## config.mk

```make
export PLATFORM = sky130hd
export DESIGN_NAME = lpg_ctrl
export DESIGN_NICKNAME = d
export VERILOG_FILES = /design/src/rtl/lpg_pkg.sv /design/src/rtl/lpg_ctrl.sv
export SDC_FILE = /design/constraint.sdc
export NUM_CORES = 1
export LEC_CHECK = 0
export ABC_AREA = 1
export BUFFER_PORTS_ARGS = -buffer_cell sky130_fd_sc_hd__buf_2
export CAP_MARGIN = 25
export CORE_ASPECT_RATIO = 1.75
export CORE_MARGIN = 2
export CORE_UTILIZATION = 50
export CTS_CLUSTER_DIAMETER = 60
export DETAILED_ROUTE_END_ITERATION = 10
export PLACE_DENSITY = 0.77
export SYNTH_ARGS = -nofsm -noshare
export SYNTH_HDL_FRONTEND = slang
export SYNTH_SLANG_ARGS = --single-unit
```

## constraint.sdc

```tcl
create_clock -name clk_sys_i -period 5.3 [get_ports clk_sys_i]
set_input_delay 1.59 -clock clk_sys_i [delete_from_list [all_inputs] [get_ports clk_sys_i]]
set_output_delay 1.59 -clock clk_sys_i [all_outputs]
set_load 0.03 [all_outputs]
```

## src/rtl/lpg_pkg.sv

```systemverilog
// package: constants and types for the low-power-off and gate-drive controller
package lpg_pkg;
  localparam int LPG_NSW = 4;
  localparam int LPG_MODE_W = 4;
  localparam int LPG_VSEL_W = 5;
  // index of the external-memory switcher; the others feed the processor domain
  localparam int LPG_MEM_SW = 3;
  // register offsets
  localparam logic [7:0] LPG_REG_MODE = 8'h00;
  localparam logic [7:0] LPG_REG_STBY = 8'h01;
  localparam logic [7:0] LPG_REG_LPO = 8'h02;
  localparam logic [7:0] LPG_REG_CTRL = 8'h03;
  localparam logic [7:0] LPG_REG_STAT = 8'h04;
  localparam logic [7:0] LPG_REG_VOUT = 8'h05;
  // field positions in LPG_REG_CTRL
  localparam int LPG_CTRL_PINV = 0;
  localparam int LPG_CTRL_SINV = 1;
  localparam int LPG_CTRL_GEN1 = 2;
  localparam int LPG_CTRL_GEN2 = 3;
  // both gate enables start set, so the drives stay low until software clears them
  localparam logic [31:0] LPG_CTRL_RESET = 32'h0000_000C;
  // ramp: one set point step every LPG_RAMP_CYC cycles
  localparam int LPG_RAMP_NS = 16;
  localparam int LPG_CLK_NS = 4;
  localparam int LPG_RAMP_CYC = (LPG_RAMP_NS + LPG_CLK_NS - 1) / LPG_CLK_NS;
  // operating modes
  typedef enum logic [2:0] {
    LPG_OFF, LPG_PWM, LPG_PWMPS, LPG_PFM, LPG_AUTO
  } lpg_op_t;
  // power states seen by this block
  typedef enum logic [3:0] {
    LPG_PS_OFF, LPG_PS_COLD, LPG_PS_WARM, LPG_PS_WDOG, LPG_PS_ON, LPG_PS_UOWAIT,
    LPG_PS_USEROFF, LPG_PS_MEMHOLD, LPG_PS_IMHCUT
  } lpg_pstate_t;
endpackage

```

## src/rtl/lpg_ctrl.sv

```systemverilog
// module: switcher mode, set point and power-gate drive control
`timescale 1ns/1ps
`default_nettype none
module lpg_ctrl
  import lpg_pkg::*;
#(
  parameter int NSW = LPG_NSW
)(
  input wire logic clk_sys_i,
  input wire logic reset_i,
  input wire logic primary_standby_in_i,
  input wire logic secondary_standby_in_i,
  input wire lpg_pkg::lpg_pstate_t power_state_i,
  input wire logic [NSW-1:0] startup_slot_i,
  input wire logic [NSW*lpg_pkg::LPG_MODE_W-1:0] strap_mode_i,
  input wire logic [NSW*lpg_pkg::LPG_VSEL_W-1:0] strap_vsel_i,
  input wire logic strap_load_i,
  input wire logic [7:0] reg_addr_i,
  input wire logic [31:0] reg_wdata_i,
  input wire logic reg_write_i,
  input wire logic reg_read_i,
  output logic [31:0] reg_rdata_o,
  output logic [NSW*3-1:0] switcher_op_o,
  output logic [NSW*lpg_pkg::LPG_VSEL_W-1:0] switcher_vout_o,
  output logic core_gate_drive_o,
  output logic memory_gate_drive_o,
  output logic gate_pump_enable_o
);
  import lpg_pkg::*;

  localparam int MW = LPG_MODE_W;
  localparam int VW = LPG_VSEL_W;
  localparam int RW = $clog2(LPG_RAMP_CYC + 1);

  function automatic lpg_op_t normal_op(input logic [3:0] c);
    case (c)
      4'h1, 4'h5, 4'h6, 4'h9, 4'hD: normal_op = LPG_PWM;
      4'h2, 4'hA, 4'hB, 4'hE: normal_op = LPG_PWMPS;
      4'h3, 4'hF: normal_op = LPG_PFM;
      4'h4, 4'h8, 4'hC: normal_op = LPG_AUTO;
      default: normal_op = LPG_OFF;
    endcase
  endfunction

  function automatic lpg_op_t standby_op(input logic [3:0] c);
    case (c)
      4'h5: standby_op = LPG_PWM;
      4'h6, 4'h8, 4'hB: standby_op = LPG_AUTO;
      4'h9, 4'hA: standby_op = LPG_PWMPS;
      4'hC, 4'hD, 4'hE, 4'hF: standby_op = LPG_PFM;
      default: standby_op = LPG_OFF;
    endcase
  endfunction

  ////////////////////////////////////////////////////////////////////////////
  // registers
  logic [NSW*MW-1:0] switcher_mode_code;
  logic [NSW*VW-1:0] switcher_normal_setpoint;
  logic [NSW*VW-1:0] switcher_standby_setpoint;
  logic [NSW-1:0] switcher_memhold_mode_bit;
  logic [NSW-1:0] switcher_useroff_mode_bit;
  logic [31:0] ctrl;
  logic [NSW-1:0] retained;

  wire primary_standby_invert = ctrl[LPG_CTRL_PINV];
  wire secondary_standby_invert = ctrl[LPG_CTRL_SINV];
  wire [1:0] gate_drive_sw_enable = {ctrl[LPG_CTRL_GEN2], ctrl[LPG_CTRL_GEN1]};

  // strap loads the normal set point and copies it as the standby one
  always_ff @(posedge clk_sys_i or posedge reset_i)
  begin
    if (reset_i)
    begin
      switcher_mode_code <= '0;
      switcher_normal_setpoint <= '0;
      switcher_standby_setpoint <= '0;
      switcher_memhold_mode_bit <= '0;
      switcher_useroff_mode_bit <= '0;
      ctrl <= LPG_CTRL_RESET;
    end
    else if (strap_load_i)
    begin
      switcher_mode_code <= strap_mode_i;
      switcher_normal_setpoint <= strap_vsel_i;
      switcher_standby_setpoint <= strap_vsel_i;
    end
    else if (reg_write_i)
    begin
      case (reg_addr_i)
        LPG_REG_MODE: switcher_mode_code <= reg_wdata_i[NSW*MW-1:0];
        LPG_REG_STBY: switcher_standby_setpoint <= reg_wdata_i[NSW*VW-1:0];
        LPG_REG_LPO:
        begin
          switcher_memhold_mode_bit <= reg_wdata_i[NSW-1:0];
          switcher_useroff_mode_bit <= reg_wdata_i[NSW+7:8];
        end
        LPG_REG_CTRL: ctrl <= {28'h0000000, reg_wdata_i[3:0]};
        default: ;
      endcase
    end
  end

  ////////////////////////////////////////////////////////////////////////////
  // standby decode
  // no entry delay: the register alone sets the one-cycle lag
  logic standby;
  always_ff @(posedge clk_sys_i or posedge reset_i)
  begin
    if (reset_i)
      standby <= 1'b0;
    else
      standby <= (primary_standby_in_i ^ primary_standby_invert) &
                 (secondary_standby_in_i ^ secondary_standby_invert);
  end

  ////////////////////////////////////////////////////////////////////////////
  // retention: set while in user off with the bit set, or in memory hold with the bit set for the LPG_MEM_SW switcher only, held
  // through the turn-on until the switcher's startup slot
  wire in_mh = (power_state_i == LPG_PS_MEMHOLD);
  wire in_uo = (power_state_i == LPG_PS_USEROFF);
  always_ff @(posedge clk_sys_i or posedge reset_i)
  begin
    if (reset_i)
    begin
      retained <= '0;
    end
    else
    begin
      // a set outranks a slot, so a stray slot pulse cannot drop a held rail
      for (int i = 0; i < NSW; i++)
      begin
        if (in_mh)
          retained[i] <= switcher_memhold_mode_bit[i] & (i == LPG_MEM_SW);
        else if (in_uo)
          retained[i] <= switcher_useroff_mode_bit[i];
        else if (startup_slot_i[i])
          retained[i] <= 1'b0;
      end
    end
  end

  ////////////////////////////////////////////////////////////////////////////
  // operating mode and target set point per switcher
  logic [NSW*3-1:0] next_op;
  logic [NSW*VW-1:0] target;
  always_comb
  begin
    next_op = '0;
    target = '0;
    for (int i = 0; i < NSW; i++)
    begin
      if (retained[i])
      begin
        next_op[i*3 +: 3] = LPG_PFM;
        target[i*VW +: VW] = switcher_standby_setpoint[i*VW +: VW];
      end
      else if (in_mh || in_uo)
      begin
        next_op[i*3 +: 3] = LPG_OFF;
        target[i*VW +: VW] = switcher_normal_setpoint[i*VW +: VW];
      end
      else if (standby)
      begin
        next_op[i*3 +: 3] = standby_op(switcher_mode_code[i*MW +: MW]);
        target[i*VW +: VW] = switcher_standby_setpoint[i*VW +: VW];
      end
      else
      begin
        next_op[i*3 +: 3] = normal_op(switcher_mode_code[i*MW +: MW]);
        target[i*VW +: VW] = switcher_normal_setpoint[i*VW +: VW];
      end
    end
  end

  always_ff @(posedge clk_sys_i or posedge reset_i)
  begin
    if (reset_i)
      switcher_op_o <= '0;
    else
      switcher_op_o <= next_op;
  end

  ////////////////////////////////////////////////////////////////////////////
  // set point ramp: one code step per tick keeps the output slope bounded
  logic [RW-1:0] ramp_cnt;
  wire ramp_tick = (ramp_cnt == '0);
  always_ff @(posedge clk_sys_i or posedge reset_i)
  begin
    if (reset_i)
      ramp_cnt <= '0;
    else if (ramp_tick)
      ramp_cnt <= RW'(LPG_RAMP_CYC - 1);
    else
      ramp_cnt <= ramp_cnt - RW'(1);
  end

  // a strap load jumps straight to the strap value: the rail is not up yet then
  always_ff @(posedge clk_sys_i or posedge reset_i)
  begin
    if (reset_i)
      switcher_vout_o <= '0;
    else
    begin
      for (int i = 0; i < NSW; i++)
      begin
        if (strap_load_i)
          switcher_vout_o[i*VW +: VW] <= strap_vsel_i[i*VW +: VW];
        else if (ramp_tick && switcher_vout_o[i*VW +: VW] < target[i*VW +: VW])
          switcher_vout_o[i*VW +: VW] <= switcher_vout_o[i*VW +: VW] + VW'(1);
        else if (ramp_tick && switcher_vout_o[i*VW +: VW] > target[i*VW +: VW])
          switcher_vout_o[i*VW +: VW] <= switcher_vout_o[i*VW +: VW] - VW'(1);
      end
    end
  end

  ////////////////////////////////////////////////////////////////////////////
  // gate drives: only software may close the switches, and only in the
  // software-controlled states; the device never raises them on its own
  // after reset both drives stay low in every state until a host write
  wire sw_ctl = (power_state_i == LPG_PS_WDOG) || (power_state_i == LPG_PS_ON) ||
                (power_state_i == LPG_PS_UOWAIT);
  always_ff @(posedge clk_sys_i or posedge reset_i)
  begin
    if (reset_i)
    begin
      core_gate_drive_o <= 1'b0;
      memory_gate_drive_o <= 1'b0;
      gate_pump_enable_o <= 1'b0;
    end
    else
    begin
      core_gate_drive_o <= sw_ctl & ~gate_drive_sw_enable[0];
      memory_gate_drive_o <= sw_ctl & ~gate_drive_sw_enable[1];
      gate_pump_enable_o <= sw_ctl & ~(&gate_drive_sw_enable);
    end
  end

  ////////////////////////////////////////////////////////////////////////////
  // register read, data one cycle after the strobe
  always_ff @(posedge clk_sys_i or posedge reset_i)
  begin
    if (reset_i)
      reg_rdata_o <= '0;
    else if (reg_read_i)
    begin
      case (reg_addr_i)
        LPG_REG_MODE: reg_rdata_o <= 32'(switcher_mode_code);
        LPG_REG_STBY: reg_rdata_o <= 32'(switcher_standby_setpoint);
        LPG_REG_LPO: reg_rdata_o <= 32'({switcher_useroff_mode_bit, 4'h0,
                                         switcher_memhold_mode_bit});
        LPG_REG_CTRL: reg_rdata_o <= ctrl;
        LPG_REG_STAT: reg_rdata_o <= 32'({retained, standby});
        LPG_REG_VOUT: reg_rdata_o <= 32'(switcher_vout_o);
        default: reg_rdata_o <= 32'h0000_0000;
      endcase
    end
    else
      reg_rdata_o <= 32'h0000_0000;
  end

  ////////////////////////////////////////////////////////////////////////////
  // checks on what this block drives; the set point ones other than chk_strap_copy look
  // at switcher 0 only, since every switcher shares the same logic
  chk_gate_low_off: assert property (@(posedge clk_sys_i) disable iff (reset_i)
    (in_mh || in_uo) |=> (!core_gate_drive_o && !memory_gate_drive_o))
    else $error("gate drive high in low-power-off");
  chk_gate_follow_en: assert property (@(posedge clk_sys_i) disable iff (reset_i)
    (sw_ctl && !gate_drive_sw_enable[0]) |=> core_gate_drive_o)
    else $error("core gate drive not high with enable 0");
  chk_gate_en_low: assert property (@(posedge clk_sys_i) disable iff (reset_i)
    (!sw_ctl || gate_drive_sw_enable[1]) |=> !memory_gate_drive_o)
    else $error("memory gate drive high when it must be low");
  chk_pump_off_both: assert property (@(posedge clk_sys_i) disable iff (reset_i)
    (sw_ctl && &gate_drive_sw_enable) |=> !gate_pump_enable_o)
    else $error("pump on with both enables set");
  chk_standby_and: assert property (@(posedge clk_sys_i) disable iff (reset_i)
    (primary_standby_in_i ^ primary_standby_invert) !=
    (secondary_standby_in_i ^ secondary_standby_invert) |=> !standby)
    else $error("standby with only one input active");
  chk_retain_pfm: assert property (@(posedge clk_sys_i) disable iff (reset_i)
    retained[0] |=> switcher_op_o[2:0] == 3'(LPG_PFM))
    else $error("retained switcher not in PFM");
  chk_memhold_core_off: assert property (@(posedge clk_sys_i) disable iff (reset_i)
    in_mh ##1 in_mh |=> switcher_op_o[2:0] == 3'(LPG_OFF))
    else $error("processor switcher on in memory hold");
  chk_ramp_step: assert property (@(posedge clk_sys_i) disable iff (reset_i)
    !strap_load_i |=> ($past(switcher_vout_o[VW-1:0]) - switcher_vout_o[VW-1:0] <= 5'h01 ||
                       switcher_vout_o[VW-1:0] - $past(switcher_vout_o[VW-1:0]) <= 5'h01))
    else $error("set point jumped more than one step");
  chk_gate_mem_on: assert property (@(posedge clk_sys_i) disable iff (reset_i)
    (sw_ctl && !gate_drive_sw_enable[1]) |=> memory_gate_drive_o)
    else $error("memory gate drive not high with enable 0");
  chk_gate_core_idle: assert property (@(posedge clk_sys_i) disable iff (reset_i)
    !sw_ctl |=> !core_gate_drive_o)
    else $error("core gate drive high outside software states");
  chk_gate_cut_low: assert property (@(posedge clk_sys_i) disable iff (reset_i)
    (power_state_i == LPG_PS_IMHCUT) |=> (!core_gate_drive_o && !memory_gate_drive_o))
    else $error("gate drive high in power cut");
  chk_pump_on_one: assert property (@(posedge clk_sys_i) disable iff (reset_i)
    (sw_ctl && !(&gate_drive_sw_enable)) |=> gate_pump_enable_o)
    else $error("pump off with an enable clear");
  chk_strap_copy: assert property (@(posedge clk_sys_i) disable iff (reset_i)
    strap_load_i |=> (switcher_standby_setpoint == switcher_normal_setpoint))
    else $error("standby set point differs from strap value");
  chk_mode_kept: assert property (@(posedge clk_sys_i) disable iff (reset_i)
    (!strap_load_i && !reg_write_i) |=> $stable(switcher_mode_code))
    else $error("mode code changed without a write");
  chk_retain_target: assert property (@(posedge clk_sys_i) disable iff (reset_i)
    retained[0] |-> (target[VW-1:0] == switcher_standby_setpoint[VW-1:0]))
    else $error("retained switcher not aimed at standby set point");
  chk_memhold_retain: assert property (@(posedge clk_sys_i) disable iff (reset_i)
    in_mh |=> (retained[LPG_MEM_SW] == $past(switcher_memhold_mode_bit[LPG_MEM_SW])))
    else $error("memory switcher retention does not follow its bit");
  chk_useroff_retain: assert property (@(posedge clk_sys_i) disable iff (reset_i)
    in_uo |=> (retained == $past(switcher_useroff_mode_bit)))
    else $error("user off retention does not follow the bits");
  chk_slot_release: assert property (@(posedge clk_sys_i) disable iff (reset_i)
    (!in_mh && !in_uo && startup_slot_i[0]) |=> !retained[0])
    else $error("retention kept past the startup slot");
  chk_standby_point: assert property (@(posedge clk_sys_i) disable iff (reset_i)
    (standby && !retained[0] && !in_mh && !in_uo) |->
    (target[VW-1:0] == switcher_standby_setpoint[VW-1:0]))
    else $error("standby does not select the standby set point");
  chk_invert_idle: assert property (@(posedge clk_sys_i) disable iff (reset_i)
    (primary_standby_invert && primary_standby_in_i) |=> !standby)
    else $error("inverted primary input high still gives standby");
endmodule // lpg_ctrl
`default_nettype wire

```

==> impl_metrics.json, run 1 <==
{
  "yosysTopAreaCellShare": 0.423,
  "synth_top_family_by_area": "simple AND/OR/NAND/NOR gates",
  "wl_per_cell_um": 16.5,
  "synthArstFlopShare": 1.00,
  "htreeDepth": 4,
  "ir_drop_mv": 0.259,
  "io_pins": 158,
  "p_leak_nw": 4.74,
  "grt_pass1_wl_mm": 34.6,
  "post-route-min-period_ps": 4240,
  "dp_hpwl_mm": 15.8,
  "yosysSeqAreaShare": 0.430,
  "cts_tree": "built",
  "status": "finished, final reports clean",
  "synth_edf_count": 0,
  "portBuffers": 133,
  "synth-xor-area-share": 0.0103,
  "grt_max_degree": 74,
  "clock_tree.buffer_depth": 2,
  "nNetsFinal": 1257,
  "initial_core_util": 0.512,
  "cpPeakStageDelay_ps": 420,
  "clock_latency_ps": 420,
  "pwr-share-seq": 0.371,
  "drc": 0,
  "sw_frac_of_total": 0.352,
  "synth_commonest_cells": "nand2_1 (291), dfrtp_1 (129), inv_1 (126)",
  "vias": 7194,
  "synth_area_leaders": "dfrtp_1 (42%), nand2_1 (14%), ha_1 (7.7%)",
  "via_per_inst": 5.49,
  "worst-endpoint-arrival_ps": 4580,
  "clockRootBuffer": "clkbuf_16",
  "intPower_mw": 2.14,
  "synthSimpleGateAreaFrac": 0.238,
  "drive_above_1_share": 0.174,
  "critPathKind": "in -> reg",
  "worstRegToRegCells": 19,
  "hp-class": "reg -> reg",
  "endpoint_kind": "flip-flop",
  "ys_warn_count": 0,
  "design.die.area_um2": 16300,
  "routed_wl_mm": 21.6,
  "ys_ff_latch": 131,
  "setup_viol": 0,
  "p_clk_frac": 0.358,
  "path_cells": "buf_2, nand2_1, nor2_2, inv_2, nand2_1, nand2_1, nand2_1, o21ai_0, ha_1, nand2_1, nor2_1, nand2_1, nand3_1, inv_1, fa_1, inv_1, nand3_1, nand2_1, nand2_1, nand2_1, inv_1, nand2_1, nand3_1, a21oi_1",
  "synthAdderAreaFrac": 0.0876,
  "synth_cells": 979,
  "rsz0062_at_grt": "no",
  "clock-sinks": 131,
  "min_delay_path_depth": 1,
  "synth_ff_type": "dfrtp_1",
  "cts_made_buffers": 17,
  "slowest_stage": "fa_1",
  "post_cts_buffers": 0,
  "crit_required_ps": 5640,
  "syn_to_final_growth_pct": 18.5,
  "cts-resized-gates": 0,
  "fin_skew_ps": 7.87,
  "firstDrtPassIters": 6,
  "syn_avg_cell_area_um2": 7.79,
  "grt_pass1_vias": 7099,
  "grt_remaining_overflow": 0,
  "timing.final.max_slew_violations": 0,
  "gp_congestion": 0.908,
  "syn_area_um2": 7630,
  "power_density_nw_per_um2": 365,
  "worstMarginPinSlew_ps": 890,
  "core-area_um2": 14900,
  "yosys.area.top_type": "dfrtp_1",
  "path_delay_family": "simple AND/OR/NAND/NOR gates",
  "tns_ps": 0,
  "path_common_cell": "nand2_1",
  "hold_viol_final": 0,
  "n_antenna_cell": 0,
  "crit_cells": 24,
  "rows": 59,
  "post-synth-top-count-cell": "nand2_1",
  "die_h_um": 167,
  "switchingPower_mw": 1.16,
  "final_core_util": 0.606,
  "fin_crit_sh": 0.799,
  "die_w_um": 97.4,
  "max_slew_margin": 0.405,
  "timing.fmax_mhz": 236,
  "cts_hold_buffers": 0,
  "cp-start-kind": "input pin",
  "crit_buf_inv": 5,
  "final_antenna_net_count": 0,
  "grt_antenna_before_repair": 0,
  "synth_mux_area_frac": 0,
  "power_frac_comb": 0.272,
  "clk_pin_slew_ps": 60,
  "whs_ps": 432,
  "maxCapViolations": 0,
  "synth_compound_area_frac": 0.141,
  "synth_cell_types": 44,
  "critPathMaxFanout": 11,
  "grt.total_usage": 0.266,
  "drt_iter0_drc": 489
}
cells in the final DEF (no fill, tap or decap), types with 4 or more instances in the layout:
master / n
nand4_1: 5
o221ai_1: 4
o31ai_1: 4
o22ai_1: 4
buf_4: 6
a21oi_1: 41
o21ai_1: 4
inv_2: 5
clkinv_4: 4
clkinv_2: 4
nand3_1: 65
clkbuf_16: 17
o211ai_1: 20
nor2_1: 52
nand2_1: 291
xnor2_1: 5
buf_2: 133
conb_1: 12
o21ai_0: 100
inv_1: 125
dfrtp_1: 129
xor2_1: 4
fa_1: 4
ha_1: 47
per-stage QoR:
| stage | worst slack [ps] | instance area [um^2] | total power [mW] | instances |
|---|---|---|---|---|
| 5_1_grt | 689 | 9040 | 3.48 | 1311 |
| 3_3_place_gp | 752 | 8430 | 2.09 | 1278 |
| 4_1_cts | 1100 | 9020 | 3.30 | 1310 |
| 6_report | 1060 | 9040 | 3.30 | 1311 |
| 3_5_place_dp | 675 | 8430 | 2.12 | 1278 |
| 2_1_floorplan | 216 | 7670 | 1.87 | 990 |
registers in the layout, summed over array words and instances, names as in the netlist, 3 cells and up:
| signal | flops |
|---|---|
| ctrl | 4 |
| ramp_cnt | 3 |
| reg_rdata_o | 20 |
| retained | 4 |
| switcher_memhold_mode_bit | 4 |
| switcher_mode_code | 16 |
| switcher_normal_setpoint | 20 |
| switcher_op_o | 12 |
| switcher_standby_setpoint | 20 |
| switcher_useroff_mode_bit | 4 |
| switcher_vout_o | 20 |
layer usage:
metal,vias up,wire length [um],GRT usage
li1,3433,-,-
met1,3386,8190,0.309
met2,309,11000,0.467
met3,66,1390,0.0409
met4,0,999,0.148
met5,-,0,0
power by group through the flow:
stage / logic, mW / clock network (mW) / registers (mW)
after floorplan: 0.532 / 0 / 1.34
after global placement: 0.858 / 0 / 1.24
after CTS: 0.895 / 1.19 / 1.22
after detailed placement: 0.884 / 0 / 1.24
final: 0.897 / 1.18 / 1.22
after global routing: 1.01 / 1.23 / 1.24
path summary, 6_finish.rpt:
path	start	slack, ps	endpoint
setup reg to reg	standby$_DFF_PP0_	1910	switcher_vout_o[14]$_DFFE_PP0P_
hold / removal	ramp_cnt[0]$_DFF_PP0_	430	ramp_cnt[0]$_DFF_PP0_
max in group asynchronous	reset_i	3380	switcher_standby_setpoint[14]$_DFFE_PP0P_
hold reg to reg	ramp_cnt[0]$_DFF_PP0_	430	ramp_cnt[0]$_DFF_PP0_
min in group asynchronous	reset_i	1250	reg_rdata_o[0]$_DFF_PP0_
setup / recovery	power_state_i[2]	1060	switcher_vout_o[14]$_DFFE_PP0P_
logic make-up (layout without fill, tap and decap cells):
logic type	Yosys count	count (layout)
AND/OR/NAND/NOR	430	430
adder cells (fa/ha/maj)	51	51
other	1	12
buffers and inverters	168	306
XOR/XNOR	9	9
flip-flops	131	131
AO/OA/AOI/OAI	189	189
final cells by class:
cell class	instances	area, um^2
fillers	1386	5870
inverters	133	502
clock inverters	12	131
repair buffers	141	758
multi-input cells	691	3690
flip-flops and latches	131	3280
well taps	183	229
clock buffers	20	457
Power figures use the tool's default switching activity.
==> run 2, diff against run 1 <==
- clock period: 5.3 -> 3.5 ns (I/O delays scaled with it)
==> impl_metrics.json, run 2 (synthesis gave the netlist of run 1 again) <==
{
  "drive_above_1_share": 0.223,
  "grt.total_usage": 0.275,
  "whs_ps": 433,
  "post-route-min-period_ps": 3380,
  "fin_skew_ps": 9.93,
  "crit_required_ps": 3860,
  "gp_congestion": 0.919,
  "design.die.area_um2": 16300,
  "hold_viol_final": 0,
  "drc": 0,
  "setup_viol": 0,
  "fin_crit_sh": 0.966,
  "critPathMaxFanout": 10,
  "clk_pin_slew_ps": 60,
  "grt_remaining_overflow": 0,
  "dp_hpwl_mm": 16.4,
  "clock_latency_ps": 430,
  "cts_tree": "built",
  "cts_made_buffers": 17,
  "die_h_um": 167,
  "clockRootBuffer": "clkbuf_16",
  "hp-class": "reg -> reg",
  "status": "finished, final reports clean",
  "vias": 7435,
  "rsz0062_at_grt": "yes",
  "cts_hold_buffers": 0,
  "io_pins": 158,
  "max_slew_margin": 0.510,
  "nNetsFinal": 1294,
  "timing.final.max_slew_violations": 0,
  "power_density_nw_per_um2": 558,
  "grt_max_degree": 132,
  "p_total_mw": 5.29,
  "clock-sinks": 131,
  "tns_ps": 0,
  "worstMarginPinSlew_ps": 736,
  "p_leak_nw": 4.93,
  "drt_iter0_drc": 549,
  "portBuffers": 133,
  "wl_per_cell_um": 16.8,
  "maxCapViolations": 0,
  "cp-start-kind": "input pin",
  "grt_pass1_wl_mm": 35.5,
  "htreeDepth": 4,
  "routed_wl_mm": 22.7,
  "via_per_inst": 5.52,
  "n_antenna_cell": 0,
  "rows": 59,
  "postLayoutCellArea_um2": 9480,
  "firstDrtPassIters": 5,
  "worst-endpoint-arrival_ps": 3740,
  "die_w_um": 97.4,
  "timing.fmax_mhz": 296,
  "critPathKind": "in -> reg",
  "final_antenna_net_count": 0,
  "ir_drop_mv": 0.371,
  "syn_to_final_growth_pct": 24.3,
  "final_common_cell": "nand2_1",
  "fill_cells": 1321,
  "initial_core_util": 0.512,
  "grt_antenna_before_repair": 0,
  "clock_tree.buffer_depth": 2,
  "layout_common_cells": "nand2_1 (282), buf_2 (133), dfrtp_1 (129), inv_1 (124), o21ai_0 (97)",
  "dpl_cell_area_um2": 8710,
  "endpoint_kind": "flip-flop",
  "grt_pass1_vias": 7259,
  "core-area_um2": 14900
}
[run 2: cell types whose count changed in the layout (fill, tap and decap cells not counted), sizes merged]
| cell | previous run | this run |
|---|---|---|
| clkinv | 10 | 9 |
| bufinv | 2 | 4 |
| clkinvlp | 1 | 2 |
| buf | 141 | 178 |
| inv | 132 | 130 |
[run 2: worst paths after layout]
path,startpoint,end,slack [ps],depth (start not counted)
min,ramp_cnt[0]$_DFF_PP0_,ramp_cnt[0]$_DFF_PP0_,430,1
min reg2reg,ramp_cnt[0]$_DFF_PP0_,ramp_cnt[0]$_DFF_PP0_,430,1
max in group asynchronous,reset_i,switcher_normal_setpoint[4]$_DFFE_PP0P_,2130,3
max,power_state_i[2],switcher_vout_o[9]$_DFFE_PP0P_,120,24
max reg2reg,standby$_DFF_PP0_,switcher_vout_o[9]$_DFFE_PP0P_,610,20
min in group asynchronous,reset_i,reg_rdata_o[7]$_DFF_PP0_,790,3
[run 2: metrics by stage]
step                      instances  utilization  worst slack, ps
after floorplan                 990            -             2.61
after CTS                      1341        0.627             26.0
after detailed placement       1309        0.584             -340
final                          1348        0.636              120
after global placement         1309        0.584             -269
after global routing           1348        0.636             -117
[run 2: worst max-delay path: stages]
cell and delay, ps:
buf_2 100, nand2_2 70, nor2_4 100, inv_2 60
nand2_4 100, buf_6 120, nand2_8 70, nand2_2 60
o21ai_0 100, ha_1 360, nand2_2 110, nor2_4 140
nand2_2 70, nand3_4 130, inv_2 60, fa_2 350
nand3b_1 180, nand2_1 70, nand2_1 60, nand2_2 70
inv_1 40, nand2_1 40, nand3_1 70, a21oi_2 130
[run 2: timing repair]
item | CTS | global route
endpoints found under the setup margin | 0 | 10
gates resized for setup | 0 | 26
buffers inserted | 0 | 7
[run 2: cell type report]
cell class / instances / area (um^2) / area share
tap: 183 / 229 / 0.0241
sequential: 131 / 3280 / 0.346
multi-input combinational: 691 / 3810 / 0.402
inverter: 133 / 503 / 0.0530
clock inverter: 12 / 181 / 0.0191
clock buffer: 20 / 447 / 0.0471
timing repair buffer: 178 / 1030 / 0.109
[run 2: power by group]
group,internal (mW),switching [mW]
Combinational,0.570,0.967
Clock,1.21,0.684
Sequential,1.68,0.184
[run 2: per-layer routing]
metal  track usage  share of wire  routed length, um  up-vias
met5             0              0                  0        -
li1              -              -                  -     3495
met1         0.310           0.36               8130     3483
met4         0.168          0.059               1330        0
met2         0.482           0.52              11700      365
met3        0.0467          0.067               1520       92
==> run 3, diff against run 2 <==
==> constraint.sdc (replaced) <==
create_clock -name clk_sys_i -period 3.5 [get_ports clk_sys_i]
set_input_delay 1.05 -clock clk_sys_i [delete_from_list [all_inputs] [get_ports clk_sys_i]]
set_output_delay 1.05 -clock clk_sys_i [all_outputs]
set_load 0.1 [all_outputs]
==> impl_metrics.json, run 3 (synthesis gave the netlist of run 1 again) <==
{
  "hold_viol_final": 0,
  "worstRegToRegCells": 16,
  "gp_congestion": 0.900,
  "layout_common_cells": "nand2_1 (283), buf_2 (133), dfrtp_1 (129), inv_1 (123), o21ai_0 (98)",
  "syn_to_final_growth_pct": 23.2,
  "clock_latency_ps": 420,
  "p_leak_nw": 4.89,
  "critPathMaxFanout": 10,
  "die_w_um": 97.4,
  "cts_made_buffers": 17,
  "finalWorstSetupSlack_ps": 218,
  "clock_tree.buffer_depth": 2,
  "fill_cells": 1292,
  "ir_drop_mv": 0.410,
  "cpPeakStageDelay_ps": 330,
  "grt_max_degree": 125,
  "crit_required_ps": 3810,
  "cts_hold_buffers": 0,
  "routed_wl_mm": 22.1,
  "dp_hpwl_mm": 16.2,
  "drive_above_1_share": 0.216,
  "whs_ps": 456,
  "nNetsFinal": 1288,
  "maxCapViolations": 0,
  "htreeDepth": 4,
  "portBuffers": 133,
  "grt.total_usage": 0.273,
  "wl_per_cell_um": 16.5,
  "timing.final.max_slew_violations": 0,
  "timing.fmax_mhz": 305,
  "clk_pin_slew_ps": 60,
  "clockRootBuffer": "clkbuf_16",
  "final_common_cell": "nand2_1",
  "path_cells": "buf_2, nand2_4, nor2_4, inv_2, nand2_4, nand2_2, nand2_1, o21ai_0, ha_1, nand2_1, nand3_1, nor2_1, nand3_2, buf_4, ha_1, nand3_1, nand2_1, a21oi_1, o21ai_0, nand3_1, o21a_1",
  "power_density_nw_per_um2": 613,
  "grt_antenna_before_repair": 0,
  "initial_core_util": 0.512,
  "vias": 7335,
  "clock-sinks": 131,
  "critPathKind": "in -> reg",
  "grt_pass1_wl_mm": 35.6,
  "slowest_stage": "ha_1",
  "pre_cts_ws_ps": -306,
  "cts_tree": "built",
  "core-area_um2": 14900,
  "drt_iter0_drc": 516,
  "n_antenna_cell": 0,
  "endpoint_kind": "flip-flop",
  "rows": 59,
  "firstDrtPassIters": 5,
  "tns_ps": 0,
  "rsz0062_at_grt": "yes",
  "final_core_util": 0.631,
  "die_h_um": 167,
  "hp-class": "reg -> reg",
  "min_delay_path_depth": 1,
  "status": "finished, final reports clean",
  "setup_viol": 0,
  "via_per_inst": 5.47,
  "grt_remaining_overflow": 0,
  "worstMarginPinSlew_ps": 708,
  "post-route-min-period_ps": 3280,
  "final_antenna_net_count": 0,
  "worst-endpoint-arrival_ps": 3590,
  "post_cts_buffers": 0,
  "io_pins": 158,
  "design.die.area_um2": 16300,
  "grt_pass1_vias": 7249,
  "drc": 0,
  "cp-start-kind": "input pin",
  "cts-resized-gates": 0,
  "fin_crit_sh": 0.938,
  "max_slew_margin": 0.528,
  "fin_skew_ps": 9.48
}
run 3: cell count changes in the layout (fill, tap and decap cells not counted), sizes merged:
cell / previous run / this run
buf: 178 / 172
bufinv: 4 / 3
clkbuf: 20 / 18
clkinv: 9 / 7
clkinvlp: 2 / 4
inv: 130 / 133
run 3: power breakdown:
part           total [mW]  switching, mW  internal (mW)
Clock                1.84          0.710           1.13
Combinational        2.07           1.51          0.556
Sequential           1.86          0.182           1.67
Total                5.76           2.40           3.36
run 3: per-layer routing:
| layer | wire length, um | track usage |
|---|---|---|
| met5 | 0 | 0 |
| met3 | 1360 | 0.0417 |
| met2 | 11400 | 0.477 |
| met4 | 1100 | 0.150 |
| met1 | 8300 | 0.319 |
run 3: path summary, 6_finish.rpt:
check,start,to,slack (ps)
max,power_state_i[2],switcher_vout_o[13]$_DFFE_PP0P_,220
max in group asynchronous,reset_i,switcher_vout_o[0]$_DFFE_PP0P_,2030
min reg2reg,ramp_cnt[0]$_DFF_PP0_,ramp_cnt[0]$_DFF_PP0_,460
min,ramp_cnt[0]$_DFF_PP0_,ramp_cnt[0]$_DFF_PP0_,460
min in group asynchronous,reset_i,reg_rdata_o[0]$_DFF_PP0_,550
max reg2reg,retained[3]$_DFFE_PP0P_,switcher_vout_o[18]$_DFFE_PP0P_,700
run 3: layout make-up:
class	count	area (um^2)	share of cell area
multi-input combinational	691	3790	0.403
timing repair buffer	172	996	0.106
sequential	131	3280	0.349
clock inverter	14	179	0.0190
inverter	133	503	0.0535
clock buffer	18	429	0.0456
tap	183	229	0.0244
run 3: metrics by stage:
step | instance area (um^2) | cells | total power, mW
5_1_grt | 9400 | 1342 | 6.04
6_report | 9400 | 1342 | 5.76
3_5_place_dp | 8730 | 1310 | 3.90
4_1_cts | 9340 | 1342 | 5.73
3_3_place_gp | 8730 | 1310 | 3.85
2_1_floorplan | 7740 | 990 | 3.40
run 3: critical path: cells and delay by family:
family          cells  cell delay, ps
buf+inv             3             350
simple gates       12            1180
compound gates      4             400
fa+ha+maj           2             590
